<file path="config.mk">
export PLATFORM = sky130hd
export DESIGN_NAME = charger_smbus_control_regs
export DESIGN_NICKNAME = d
export VERILOG_FILES = /design/src/core/charger_pkg.sv /design/src/core/charger_smbus_control_regs.sv
export SDC_FILE = /design/constraint.sdc
export NUM_CORES = 1
export LEC_CHECK = 0
export ABC_AREA = 1
export BUFFER_PORTS_ARGS = -buffer_cell sky130_fd_sc_hd__clkbuf_2
export CORE_MARGIN = 2
export CORE_UTILIZATION = 60
export CTS_CLUSTER_DIAMETER = 50
export DETAILED_ROUTE_END_ITERATION = 8
export PLACE_DENSITY = 0.82
export REMOVE_ABC_BUFFERS = 1
export SYNTH_ARGS = -nofsm -noshare
export SYNTH_HDL_FRONTEND = slang
export SYNTH_SLANG_ARGS = --single-unit
</file>
<file path="constraint.sdc">
create_clock -name clock -period 4.75 [get_ports clock]
set_input_delay 0.2375 -clock clock [delete_from_list [all_inputs] [get_ports clock]]
set_output_delay 0.2375 -clock clock [all_outputs]
set_load 0.005 [all_outputs]
</file>
<file path="src/core/charger_pkg.sv">
package charger_pkg;

  // ==========================================================
  // bus addressing and command codes
  localparam logic [6:0] TARGET_ADDR = 7'h12;
  localparam logic [7:0] CMD_OPT     = 8'h12;
  localparam logic [7:0] CMD_STAT    = 8'h13;
  localparam logic [7:0] CMD_CURR    = 8'h14;
  localparam logic [7:0] CMD_VOLT    = 8'h15;
  localparam logic [7:0] CMD_INP     = 8'h3f;
  localparam logic [7:0] CMD_MAKER   = 8'hfe;
  localparam logic [7:0] CMD_PART    = 8'hff;

  // ==========================================================
  // options register fields
  localparam int OPT_AD    = 15;
  localparam int OPT_WD_HI = 14;
  localparam int OPT_WD_LO = 13;
  localparam int OPT_BSE   = 12;
  localparam int OPT_FQ_HI = 10;
  localparam int OPT_FQ_LO = 9;
  localparam int OPT_OVR   = 5;
  localparam int OPT_BED   = 4;
  localparam int OPT_ADAPTER_SELECTOR_DRIVE  = 3;
  localparam logic [15:0] OPT_RESET = 16'hf101;

  // ==========================================================
  // value fields and legal ranges
  localparam logic [15:0] CURR_MASK = 16'h3fc0;
  localparam logic [15:0] CURR_MIN  = 16'h0080;
  localparam logic [15:0] CURR_MAX  = 16'h3fc0;
  localparam logic [15:0] INP_MASK  = 16'h3f80;
  localparam logic [15:0] INP_MIN   = 16'h0080;
  localparam logic [15:0] INP_MAX   = 16'h3f80;
  localparam logic [15:0] VOLT_MASK = 16'h7ffe;
  localparam logic [15:0] VOLT_MIN [6] = '{16'h1f40, 16'h2ee0,
    16'h3e80, 16'h1a90, 16'h27d8, 16'h3520};
  localparam logic [15:0] VOLT_MAX [6] = '{16'h2338, 16'h34d4,
    16'h4670, 16'h1e88, 16'h2dcc, 16'h3d10};
  localparam int FAULT_BITS = 11;
  localparam logic [15:0] MAKER_ID = 16'h0001;
  localparam logic [15:0] PART_ID  = 16'h0000;

  // ==========================================================
  // timing
  localparam int CLOCK_PERIOD_NS = 5;
  localparam int TICK_TIME_NS    = 1000000;
  localparam int TICK_CYCLES     = TICK_TIME_NS / CLOCK_PERIOD_NS;
  localparam int DEGLITCH_MS     = 250;
  localparam int WD_SHORT_MS     = 40000;
  localparam int WD_MID_MS       = 80000;
  localparam int WD_LONG_MS      = 120000;

  // ==========================================================
  // types
  typedef enum logic [4:0] {
    BUS_IDLE  = 5'b00001,
    BUS_RX    = 5'b00010,
    BUS_ACK   = 5'b00100,
    BUS_TX    = 5'b01000,
    BUS_TXACK = 5'b10000
  } bus_state_type;

  typedef struct packed {
    logic                  sclA, sclB, sclC;
    logic                  sdaA, sdaB, sdaC;
    logic                  senA, senB;
    logic [FAULT_BITS-1:0] fltA, fltB;
    bus_state_type         bus;
    logic [2:0]            bitCnt;
    logic [1:0]            phase;
    logic                  rw, ackOn, txHi, sdaDrive;
    logic [7:0]            shift, cmd, loByte;
    logic [15:0]           txWord, opt, curr, volt, inp;
    logic [17:0]           tick;
    logic [16:0]           wdMs;
    logic                  wdExpired;
    logic [7:0]            dgMs;
    logic                  good, gate, batSw, chg;
  } state_type;

endpackage : charger_pkg

</file>
<file path="src/core/charger_smbus_control_regs.sv">
// Behaviour
// - answer only target address 0x12; never start a bus transfer.
// - registers reached by read-word and write-word, low data byte first.
// - decode exactly seven command codes, one per register.
// - options register holds watchdog period field, including disable.
// - enabled watchdog with no voltage/current write in period suspends charge.
// - after watchdog suspend, a voltage or current write resumes charging.
// - out of reset internal logic controls reverse-block switch turn-on.
// - out of reset internal logic controls the battery switch.
// - adapter removed stops charge, sleeps; battery connected only if enabled.
// - override bit hands both switches to their drive bits.
// - open-drain adapter-good output flags adapter sense above 2 V.
// - sense must stay high 250 ms before switches and good output enable.
// - clearing the adapter-delay bit skips the stability delay.
// - adapter and reverse-block switches driven by the gate-drive output.
// - options bits 9 and 10 select converter switching frequency.
// - illegal charge voltage write clears register and stops charging.
// - charge current outside 128..16320 mA clears register, stops charge.
// - input current outside 128..16256 mA clears register, stops charge.
`timescale 1ns/1ps
module charger_smbus_control_regs #(
  parameter int          TICK_CYCLES = charger_pkg::TICK_CYCLES,
  parameter int          DEGLITCH_MS = charger_pkg::DEGLITCH_MS,
  parameter int          WD_SHORT_MS = charger_pkg::WD_SHORT_MS,
  parameter int          WD_MID_MS   = charger_pkg::WD_MID_MS,
  parameter int          WD_LONG_MS  = charger_pkg::WD_LONG_MS,
  // identity values are arbitrary
  parameter logic [15:0] MAKER_ID    = charger_pkg::MAKER_ID,
  parameter logic [15:0] PART_ID     = charger_pkg::PART_ID
) (
  input  wire logic        clock,
  input  wire logic        reset,
  input  wire logic        smbClock,
  input  wire logic        smbDataIn,
  output logic             smbDataOut,
  output logic             smbDataOe,
  input  wire logic        adapterSenseIn,
  input  wire logic [10:0] faultIn,
  output logic             adapterGoodOut,
  output logic             adapterGoodOe,
  output logic             adapterGateDrive,
  output logic             batterySwitch,
  output logic             chargeEnable,
  output logic [1:0]       switchFreqSel
);

  // ==========================================================
  // helpers
  function automatic logic cmdValid(input logic [7:0] c);
    case (c)
      charger_pkg::CMD_OPT, charger_pkg::CMD_STAT,
      charger_pkg::CMD_CURR, charger_pkg::CMD_VOLT,
      charger_pkg::CMD_INP, charger_pkg::CMD_MAKER,
      charger_pkg::CMD_PART: cmdValid = 1'b1;
      default:               cmdValid = 1'b0;
    endcase
  endfunction : cmdValid

  function automatic logic voltOk(input logic [15:0] v);
    voltOk = 1'b0;
    for (int i = 0; i < 6; i++) begin
      if (v >= charger_pkg::VOLT_MIN[i] && v <= charger_pkg::VOLT_MAX[i])
        voltOk = 1'b1;
    end
  endfunction : voltOk

  function automatic logic [16:0] wdLast(input logic [1:0] sel);
    case (sel)
      2'h1:    wdLast = 17'(WD_SHORT_MS - 1);
      2'h2:    wdLast = 17'(WD_MID_MS - 1);
      default: wdLast = 17'(WD_LONG_MS - 1);
    endcase
  endfunction : wdLast

  // ==========================================================
  // state
  charger_pkg::state_type s_r;
  charger_pkg::state_type s_nxt;

  logic        sclRise, sclFall, busStart, busStop, msTick;
  logic        commit, timerWrite, currOk, inpOk, voltGood, wdOn;
  logic [7:0]  full;
  logic [15:0] word, readWord;

  // only the second and third sync stages feed the decoders
  assign sclRise  = s_r.sclB & ~s_r.sclC;
  assign sclFall  = ~s_r.sclB & s_r.sclC;
  assign busStart = s_r.sclB & s_r.sclC & s_r.sdaC & ~s_r.sdaB;
  assign busStop  = s_r.sclB & s_r.sclC & ~s_r.sdaC & s_r.sdaB;
  assign msTick   = s_r.tick == 18'(TICK_CYCLES - 1);
  assign full     = {s_r.shift[6:0], s_r.sdaB};
  assign word     = {full, s_r.loByte};
  assign commit   = s_r.bus == charger_pkg::BUS_RX && sclRise
                  && s_r.bitCnt == 3'h7 && s_r.phase == 2'h3;
  // range checks see only the value field: reserved bits are ignored
  assign currOk   = (word & charger_pkg::CURR_MASK) >= charger_pkg::CURR_MIN
                  && (word & charger_pkg::CURR_MASK)
                     <= charger_pkg::CURR_MAX;
  assign inpOk    = (word & charger_pkg::INP_MASK) >= charger_pkg::INP_MIN
                  && (word & charger_pkg::INP_MASK)
                     <= charger_pkg::INP_MAX;
  assign voltGood = voltOk(word & charger_pkg::VOLT_MASK);
  assign timerWrite = commit
    && ((s_r.cmd == charger_pkg::CMD_CURR && currOk)
     || (s_r.cmd == charger_pkg::CMD_VOLT && voltGood));
  assign wdOn = s_r.opt[charger_pkg::OPT_WD_HI:charger_pkg::OPT_WD_LO]
              != 2'h0;

  always_comb begin
    case (s_r.cmd)
      charger_pkg::CMD_OPT:   readWord = s_r.opt;
      charger_pkg::CMD_STAT:  readWord = {5'h00, s_r.fltB};
      charger_pkg::CMD_CURR:  readWord = s_r.curr;
      charger_pkg::CMD_VOLT:  readWord = s_r.volt;
      charger_pkg::CMD_INP:   readWord = s_r.inp;
      charger_pkg::CMD_MAKER: readWord = MAKER_ID;
      charger_pkg::CMD_PART:  readWord = PART_ID;
      default:                readWord = 16'h0000;
    endcase
  end

  // ==========================================================
  // next state
  always_comb begin
    s_nxt      = s_r;
    s_nxt.sclA = smbClock;
    s_nxt.sclB = s_r.sclA;
    s_nxt.sclC = s_r.sclB;
    s_nxt.sdaA = smbDataIn;
    s_nxt.sdaB = s_r.sdaA;
    s_nxt.sdaC = s_r.sdaB;
    s_nxt.senA = adapterSenseIn;
    s_nxt.senB = s_r.senA;
    s_nxt.fltA = faultIn;
    s_nxt.fltB = s_r.fltA;
    s_nxt.tick = msTick ? 18'h00000 : s_r.tick + 18'h00001;

    // target-only engine: it drives data low, never the clock
    case (s_r.bus)
      charger_pkg::BUS_RX: begin
        if (sclRise) begin
          s_nxt.shift  = full;
          s_nxt.bitCnt = s_r.bitCnt + 3'h1;
          if (s_r.bitCnt == 3'h7) begin
            s_nxt.bus = charger_pkg::BUS_ACK;
            case (s_r.phase)
              2'h0: begin
                s_nxt.rw     = full[0];
                s_nxt.txWord = readWord;
                if (full[7:1] != charger_pkg::TARGET_ADDR)
                  s_nxt.bus = charger_pkg::BUS_IDLE;
              end
              2'h1: begin
                s_nxt.cmd = full;
                if (!cmdValid(full))
                  s_nxt.bus = charger_pkg::BUS_IDLE;
              end
              2'h2:    s_nxt.loByte = full;
              default: s_nxt.loByte = s_r.loByte;
            endcase
          end
        end
      end
      charger_pkg::BUS_ACK: begin
        if (sclFall && !s_r.ackOn) begin
          s_nxt.sdaDrive = 1'b1;
          s_nxt.ackOn    = 1'b1;
        end else if (sclFall) begin
          s_nxt.ackOn    = 1'b0;
          s_nxt.sdaDrive = 1'b0;
          s_nxt.bitCnt   = 3'h0;
          if (s_r.rw && s_r.phase == 2'h0) begin
            s_nxt.bus      = charger_pkg::BUS_TX;
            s_nxt.shift    = s_r.txWord[7:0];
            s_nxt.sdaDrive = ~s_r.txWord[7];
            s_nxt.txHi     = 1'b0;
          end else if (s_r.phase == 2'h3) begin
            s_nxt.bus = charger_pkg::BUS_IDLE;
          end else begin
            s_nxt.bus   = charger_pkg::BUS_RX;
            s_nxt.phase = s_r.phase + 2'h1;
          end
        end
      end
      charger_pkg::BUS_TX: begin
        if (sclFall && s_r.bitCnt == 3'h7) begin
          s_nxt.sdaDrive = 1'b0;
          s_nxt.bus      = charger_pkg::BUS_TXACK;
        end else if (sclFall) begin
          s_nxt.bitCnt   = s_r.bitCnt + 3'h1;
          s_nxt.shift    = {s_r.shift[6:0], 1'b0};
          s_nxt.sdaDrive = ~s_r.shift[6];
        end
      end
      charger_pkg::BUS_TXACK: begin
        if (sclRise)
          s_nxt.ackOn = ~s_r.sdaB;
        if (sclFall && s_r.ackOn && !s_r.txHi) begin
          s_nxt.bus      = charger_pkg::BUS_TX;
          s_nxt.txHi     = 1'b1;
          s_nxt.bitCnt   = 3'h0;
          s_nxt.shift    = s_r.txWord[15:8];
          s_nxt.sdaDrive = ~s_r.txWord[15];
          s_nxt.ackOn    = 1'b0;
        end else if (sclFall) begin
          s_nxt.bus   = charger_pkg::BUS_IDLE;
          s_nxt.ackOn = 1'b0;
        end
      end
      default: s_nxt.bus = charger_pkg::BUS_IDLE;
    endcase
    if (busStart) begin
      s_nxt.bus      = charger_pkg::BUS_RX;
      s_nxt.bitCnt   = 3'h0;
      s_nxt.phase    = 2'h0;
      s_nxt.ackOn    = 1'b0;
      s_nxt.sdaDrive = 1'b0;
    end else if (busStop) begin
      s_nxt.bus      = charger_pkg::BUS_IDLE;
      s_nxt.sdaDrive = 1'b0;
    end

    // register writes; status and identity are not writable
    if (commit) begin
      case (s_r.cmd)
        charger_pkg::CMD_OPT:  s_nxt.opt = word;
        charger_pkg::CMD_CURR: s_nxt.curr = currOk
          ? (word & charger_pkg::CURR_MASK) : 16'h0000;
        charger_pkg::CMD_VOLT: s_nxt.volt = voltGood
          ? (word & charger_pkg::VOLT_MASK) : 16'h0000;
        charger_pkg::CMD_INP:  s_nxt.inp = inpOk
          ? (word & charger_pkg::INP_MASK) : 16'h0000;
        default:               s_nxt.opt = s_r.opt;
      endcase
    end

    // ========================================================
    // watchdog
    if (timerWrite) begin
      s_nxt.wdMs      = 17'h00000;
      s_nxt.wdExpired = 1'b0;
    end else if (!wdOn) begin
      s_nxt.wdMs      = 17'h00000;
      s_nxt.wdExpired = 1'b0;
    end else if (msTick && !s_r.wdExpired) begin
      if (s_r.wdMs >= wdLast(s_r.opt[14:13]))
        s_nxt.wdExpired = 1'b1;
      else
        s_nxt.wdMs = s_r.wdMs + 17'h00001;
    end

    // ========================================================
    // adapter detection and selectors
    if (!s_r.senB) begin
      s_nxt.good = 1'b0;
      s_nxt.dgMs = 8'h00;
    end else if (!s_r.opt[charger_pkg::OPT_AD]) begin
      s_nxt.good = 1'b1;
    end else if (!s_r.good && msTick) begin
      if (s_r.dgMs == 8'(DEGLITCH_MS - 1))
        s_nxt.good = 1'b1;
      else
        s_nxt.dgMs = s_r.dgMs + 8'h01;
    end
    // good drops without delay so removal stops charge at once
    if (s_r.opt[charger_pkg::OPT_OVR]) begin
      s_nxt.gate  = s_r.opt[charger_pkg::OPT_ADAPTER_SELECTOR_DRIVE];
      s_nxt.batSw = s_r.opt[charger_pkg::OPT_BED];
    end else begin
      s_nxt.gate  = s_r.good;
      s_nxt.batSw = ~s_r.good & s_r.opt[charger_pkg::OPT_BSE];
    end
    s_nxt.chg = s_r.good && !s_r.wdExpired && s_r.curr != 16'h0000
      && s_r.volt != 16'h0000 && s_r.inp != 16'h0000;
  end

  always_ff @(posedge clock) begin
    if (reset) begin
      s_r      <= '0;
      s_r.sclA <= 1'b1;
      s_r.sclB <= 1'b1;
      s_r.sclC <= 1'b1;
      s_r.sdaA <= 1'b1;
      s_r.sdaB <= 1'b1;
      s_r.sdaC <= 1'b1;
      s_r.bus  <= charger_pkg::BUS_IDLE;
      s_r.opt  <= charger_pkg::OPT_RESET;
    end else begin
      s_r <= s_nxt;
    end
  end

  // ==========================================================
  // outputs
  assign smbDataOut       = 1'b0;
  assign smbDataOe        = s_r.sdaDrive;
  assign adapterGoodOut   = 1'b0;
  assign adapterGoodOe    = ~s_r.good;
  assign adapterGateDrive = s_r.gate;
  assign batterySwitch    = s_r.batSw;
  assign chargeEnable     = s_r.chg;
  assign switchFreqSel    = s_r.opt[10:9];
endmodule : charger_smbus_control_regs

</file>
# Word-level counts from Yosys, hierarchy flattened

Index checks and enable logic that the tools add are counted.

Add/subtract/negate cells: 5
Order comparisons: 17
Eq/ne operators: 47
Mux-type cells: 65
Bitwise logic cells: 23
Reductions and logical operators: 63

Operators by type and width:

| kind                  | count |
|---|---|
| $pmux 16 s6           | 1 |
| $eq 8x5->1 const B    | 8 |
| $ge 15x14->1 const B  | 4 |
| $le 15x14->1 const B  | 4 |
| $mux 17               | 3 |
| $reduce_bool 16->1    | 3 |
| $mux 10               | 4 |
| $mux 39               | 1 |
| $pmux 17 s2           | 1 |
| $eq 8x8->1 const B    | 4 |
| $mux 32               | 1 |
| $ge 15x13->1 const B  | 2 |
| $ge 14x8->1 const B   | 2 |
| $le 14x14->1 const B  | 2 |
| $mux 14               | 2 |
| $pmux 7 s4            | 1 |
| $logic_and 1x1->1     | 25 |
| $mux 5                | 5 |
| $mux 8                | 3 |
| $mux 1                | 21 |
| $ne 4x4->1 const B    | 5 |
| $pmux 5 s4            | 1 |
| $add 18x1->18 const B | 1 |
| $eq 18x18->1 const B  | 1 |
| other kinds (50)      | 115 |

Register bits after elaboration: 195
Output and inout port bits: 9
Word-level logic and storage cells: 254

# Longest topological paths before layout

Word-level depth: 15
Gate-level depth with buffers: 16
Depth with buffers taken out: 14

# Least setup slack after synthesis

No wires, ideal clock.

Kind: register -> register
From: register s_r[109] in the netlist's numbering
To: register s_r[25] in the netlist's numbering
Library setup time: 0.115 ns
Data arrival time: 2.034 ns
Data required time: 4.635 ns
Setup slack: 2.601 ns
Stages on the path, launching flop included: 14
Buffers on the path: 1
Clock period less this slack: 2.149 ns
Cells stage by stage: dfxtp_1 -> inv_1 -> ha_1 -> inv_1 -> ha_1 -> nand2_1 -> o21ai_0 -> nand2_1 -> o2111ai_1 -> nor2_2 -> nand3_2 -> buf_6 -> nand2_1 -> a21oi_2

Longest elaborated chain between the ends: 8

RTL lines:

| item                                            | RTL line                          | source |
|---|---|---|
| start: declaration                              | charger_smbus_control_regs.sv:77  | `charger_pkg::state_type s_r;` |
| start signal: assignment                        | charger_smbus_control_regs.sv:289 | `s_r <= s_nxt;` |
| $eq 2x2->1 / $eq 2x1->1 (equally long branches) | charger_smbus_control_regs.sv:68  | `case (sel)` |
| $pmux 17 s2                                     | charger_smbus_control_regs.sv:68  |  |
| $mux 17                                         | charger_smbus_control_regs.sv:245 | `end else if (msTick && !s_r.wdExpired) begin` |
| $mux 17                                         | charger_smbus_control_regs.sv:242 | `end else if (!wdOn) begin` |
| $mux 17                                         | charger_smbus_control_regs.sv:239 | `if (timerWrite) begin` |
| $ge 17x17->1                                    | charger_smbus_control_regs.sv:246 | `if (s_r.wdMs >= wdLast(s_r.opt[14:13]))` |
| $not 1->1 (no source line)                      | n/a                               |  |
| $reduce_and 2->1 (no source line)               | n/a                               |  |

Parallel ways exist; a longest one is shown, timed or not. The select of a mux whose other input is x is not followed.
A chain may end at the register's enable or synchronous reset.

# Worst setup path after layout

From: register s_r[109] in the netlist's numbering
To: register s_r[29] in the netlist's numbering

Same word-level chain as after synthesis.

==> qor.csv <==
stage,metric,value,unit
clock_network,h-tree-depth,4,
worst_hold_path,hold_path_class,in2reg,
sta,hold_violations,1,
global_routing,grt-ovfl-total,0,
outcome,violations,hold timing,
worst_setup_path,end_kind,register,
cells_and_area,n_antenna_cell,0,
routing,via_per_inst,5.73,
global_routing,track_usage,28.5,%
cells_and_area,fillers,1205,
synthesis,ys_seq_area_share,40.3,%
floorplan,core_area,14400,sq um
synthesis,ys_types,47,
synthesis,yosysMostFrequentCell,nand2_1,
worst_setup_path,crit_path_start_kind,register,
place,portBuffers,22,
worst_setup_path,reg2regPathDepth,12,
cells_and_area,drive_gt1_share,8.52,%
sta,skew,0.0120,ns
synthesis,synth_edf_count,0,
synthesis,post-synth-top-area-fraction,40.3,%
synthesis,synth_area_leaders,"dfxtp_1 40%, nand2_1 12%, a21oi_1 6.8%",
synthesis,yosysTopAreaCell,dfxtp_1,
worst_hold_path,holdPathEnd,s_nxt[173]$_SDFF_PP0_,
floorplan,num_rows,44,
global_routing,grt_max_degree,57,
worst_setup_path,worstPathMaxFanout,19,
sta,slew_violations,0,
synthesis,ys_warn_count,0,
power,vdd_drop_max,272,uV
outcome,status,finished with violations,
sta,slew_headroom,37.1,%
sta,max_clock_freq,0.332,GHz
clock_network,cts_made_buffers,17,
synthesis,synth_top_flop_cell,dfxtp_1,
floorplan,initial_core_util,60.8,%
worst_setup_path,cp.required,5.07,ns
worst_hold_path,worstHoldPathCells,3,
worst_setup_path,worstReg2RegStart,s_r[109]$_SDFFE_PP1P_,
worst_hold_path,hp-start,faultIn[7],
clock_network,cts_tree,yes,
routing,drt_iter0_drc,873,
sta,hold_ws,-0.00278,ns
synthesis,avgSynthCellArea,7.08,sq um
sta,min_period,3.01,ns
global_routing,grt_pass1_vias,7539,
routing,first_pass_iters,5,
floorplan,io-pin-count,25,
synthesis,synth_common_cells,"269 x nand2_1, 176 x dfxtp_1, 128 x nor2_1",
synthesis,syn-cell-area,8730,sq um
sta,worst_pin_slew,0.936,ns
sta,period_share,63.4,%
routing,wirelength,21.8,mm
routing,wl_per_cell,15.1,um
place,dpl.hpwl,14.9,mm
power,p_leak,3.78,nW
job,cap_violations,0,
clock_network,cts_resized,0,
floorplan,fp.dieW,125,um
cells_and_area,syn_to_final_growth,9.37,%
routing,drtAntennaViolNets,0,
power,powerDensity,310,nW/um^2
sta,tns,0,ns
routing,vias,8257,
synthesis,ys_ff_latch,176,
place,routabilityCongestion,0.962,
clock_network,cts_buffer_depth,2,
worst_setup_path,path_class,reg2reg,
routing,drc,0,
clock_network,path_clk_slew,0.07,ns
worst_setup_path,critical_path_arrival,3.33,ns
power,p_total,2.96,mW
cells_and_area,final_core_utilization,66.5,%
global_routing,antenna_found_initial,0,
floorplan,die_area,15500,sq um
global_routing,grt_pass1_wl,36.5,mm
cells_and_area,finalNetCount,1283,
worst_setup_path,r2r-end,s_r[29]$_SDFFE_PP0P_,
sta,setup_violations,0,
synthesis,synthesis.instances,1234,
clock_network,cts_num_sinks,176,
clock_network,insertion_delay,0.44,ns
synthesis,async_reset_ff_share,0,%
sta,rsz0062_at_grt,false,
floorplan,die_h,125,um
worst_setup_path,ff2ff_setup_slack,1.74,ns
clock_network,clock-root-buffer,clkbuf_16,
report_power, final:
part / switching (mW) / internal [mW]
Combinational: 0.0496 / 0.0271
Sequential: 0.00615 / 1.49
Clock: 0.600 / 0.785
Total: 0.656 / 2.30
worst max-delay path, cell delays in order (launching register included):
cell and delay [ns]:
dfxtp_1 0.36, inv_1 0.10, ha_1 0.34, inv_1 0.06, ha_1 0.29, nand2_1 0.10, o21ai_0 0.10, nand2_1 0.07
o2111ai_1 0.11, nor2_2 0.58, nand3_2 0.48, nand2_1 0.21, a21oi_2 0.07
how the worst max path moves through the flow:
stage | from | endpoint
6_report | s_r[109]$_SDFFE_PP1P_ | s_r[29]$_SDFFE_PP0P_
5_1_grt | s_r[109]$_SDFFE_PP1P_ | s_r[29]$_SDFFE_PP0P_
4_1_cts | s_r[109]$_SDFFE_PP1P_ | s_r[27]$_SDFFE_PP0P_
3_3_place_gp | s_r[109]$_SDFFE_PP1P_ | s_r[29]$_SDFFE_PP0P_
3_5_place_dp | s_r[109]$_SDFFE_PP1P_ | s_r[27]$_SDFFE_PP0P_
2_1_floorplan | s_r[109]$_SDFFE_PP1P_ | s_r[29]$_SDFFE_PP0P_
metrics by stage:
stage	cell area [sq um]	hold slack (ns)	cells	setup slack (ns)
CTS	9550	0.000888	1440	1.75
detailed placement	8840	0.393	1395	1.82
floorplan	8460	0.307	1184	2.36
global route	9550	0.0282	1440	1.50
global placement	8840	0.389	1395	2.00
finish	9550	-0.00278	1440	1.74
cells by family (layout without fill, tap and decap cells):
family / Yosys count / in the layout / synth area share (%)
AND/OR/NAND/NOR: 584 / 584 / 29.8
AO/OA/AOI/OAI: 243 / 243 / 15.4
buffers and inverters: 185 / 206 / 8.90
flip-flops: 176 / 176 / 40.3
adder cells (fa/ha/maj): 24 / 24 / 3.44
XOR/XNOR: 21 / 21 / 2.11
other: 1 / 2 / 0.0429
flip-flops by register name, summed over array words and instances (netlist names):
register,cells
switchFreqSel,2
s_r,147
full,8
adapterGateDrive,1
batterySwitch,1
chargeEnable,1
s_nxt,15
smbDataOe,1
final cells by class:
class                      count  area (sq um)  area share (%)
sequential                   176          3520            36.9
tap                          184           230            2.41
clock buffer                  18           439            4.60
inverter                     134           503            5.27
timing repair buffer          40           278            2.91
clock inverter                14           141            1.48
multi-input combinational    874          4440            46.5
routing by layer:
layer  share of wire [%]  GRT usage [%]  vias up
met5                   0              0        -
met4                 3.2           11.8        0
met3                 7.0           5.33       61
met2                  46           44.3      323
met1                  44           39.2     3769
li1                    -              -     4104
cells in the final DEF, fill, tap and decap left out, types with 5 or more instances in the layout:
cell type and n:
nand2_1 269, dfxtp_1 176, nor2_1 128, inv_1 121, a21oi_1 118, o21ai_0 74, nand3_1 69, nand4_1 45
nor3_1 32, ha_1 24, clkbuf_2 22, clkbuf_16 17, o211ai_1 13, dlygate4sd3_1 13, xor2_1 12, a21oi_2 12
inv_2 10, xnor2_1 9, o21ai_1 8, nor4_1 8, nor2_2 7, or2_2 6, clkinv_2 5, buf_4 5
timing repair:
| item | in CTS | in global routing |
|---|---|---|
| hold endpoints to repair | 13 | 0 |
| hold buffers | 13 | 0 |
| buffers inserted | 0 | 0 |
(Power assumes the default switching activity.)
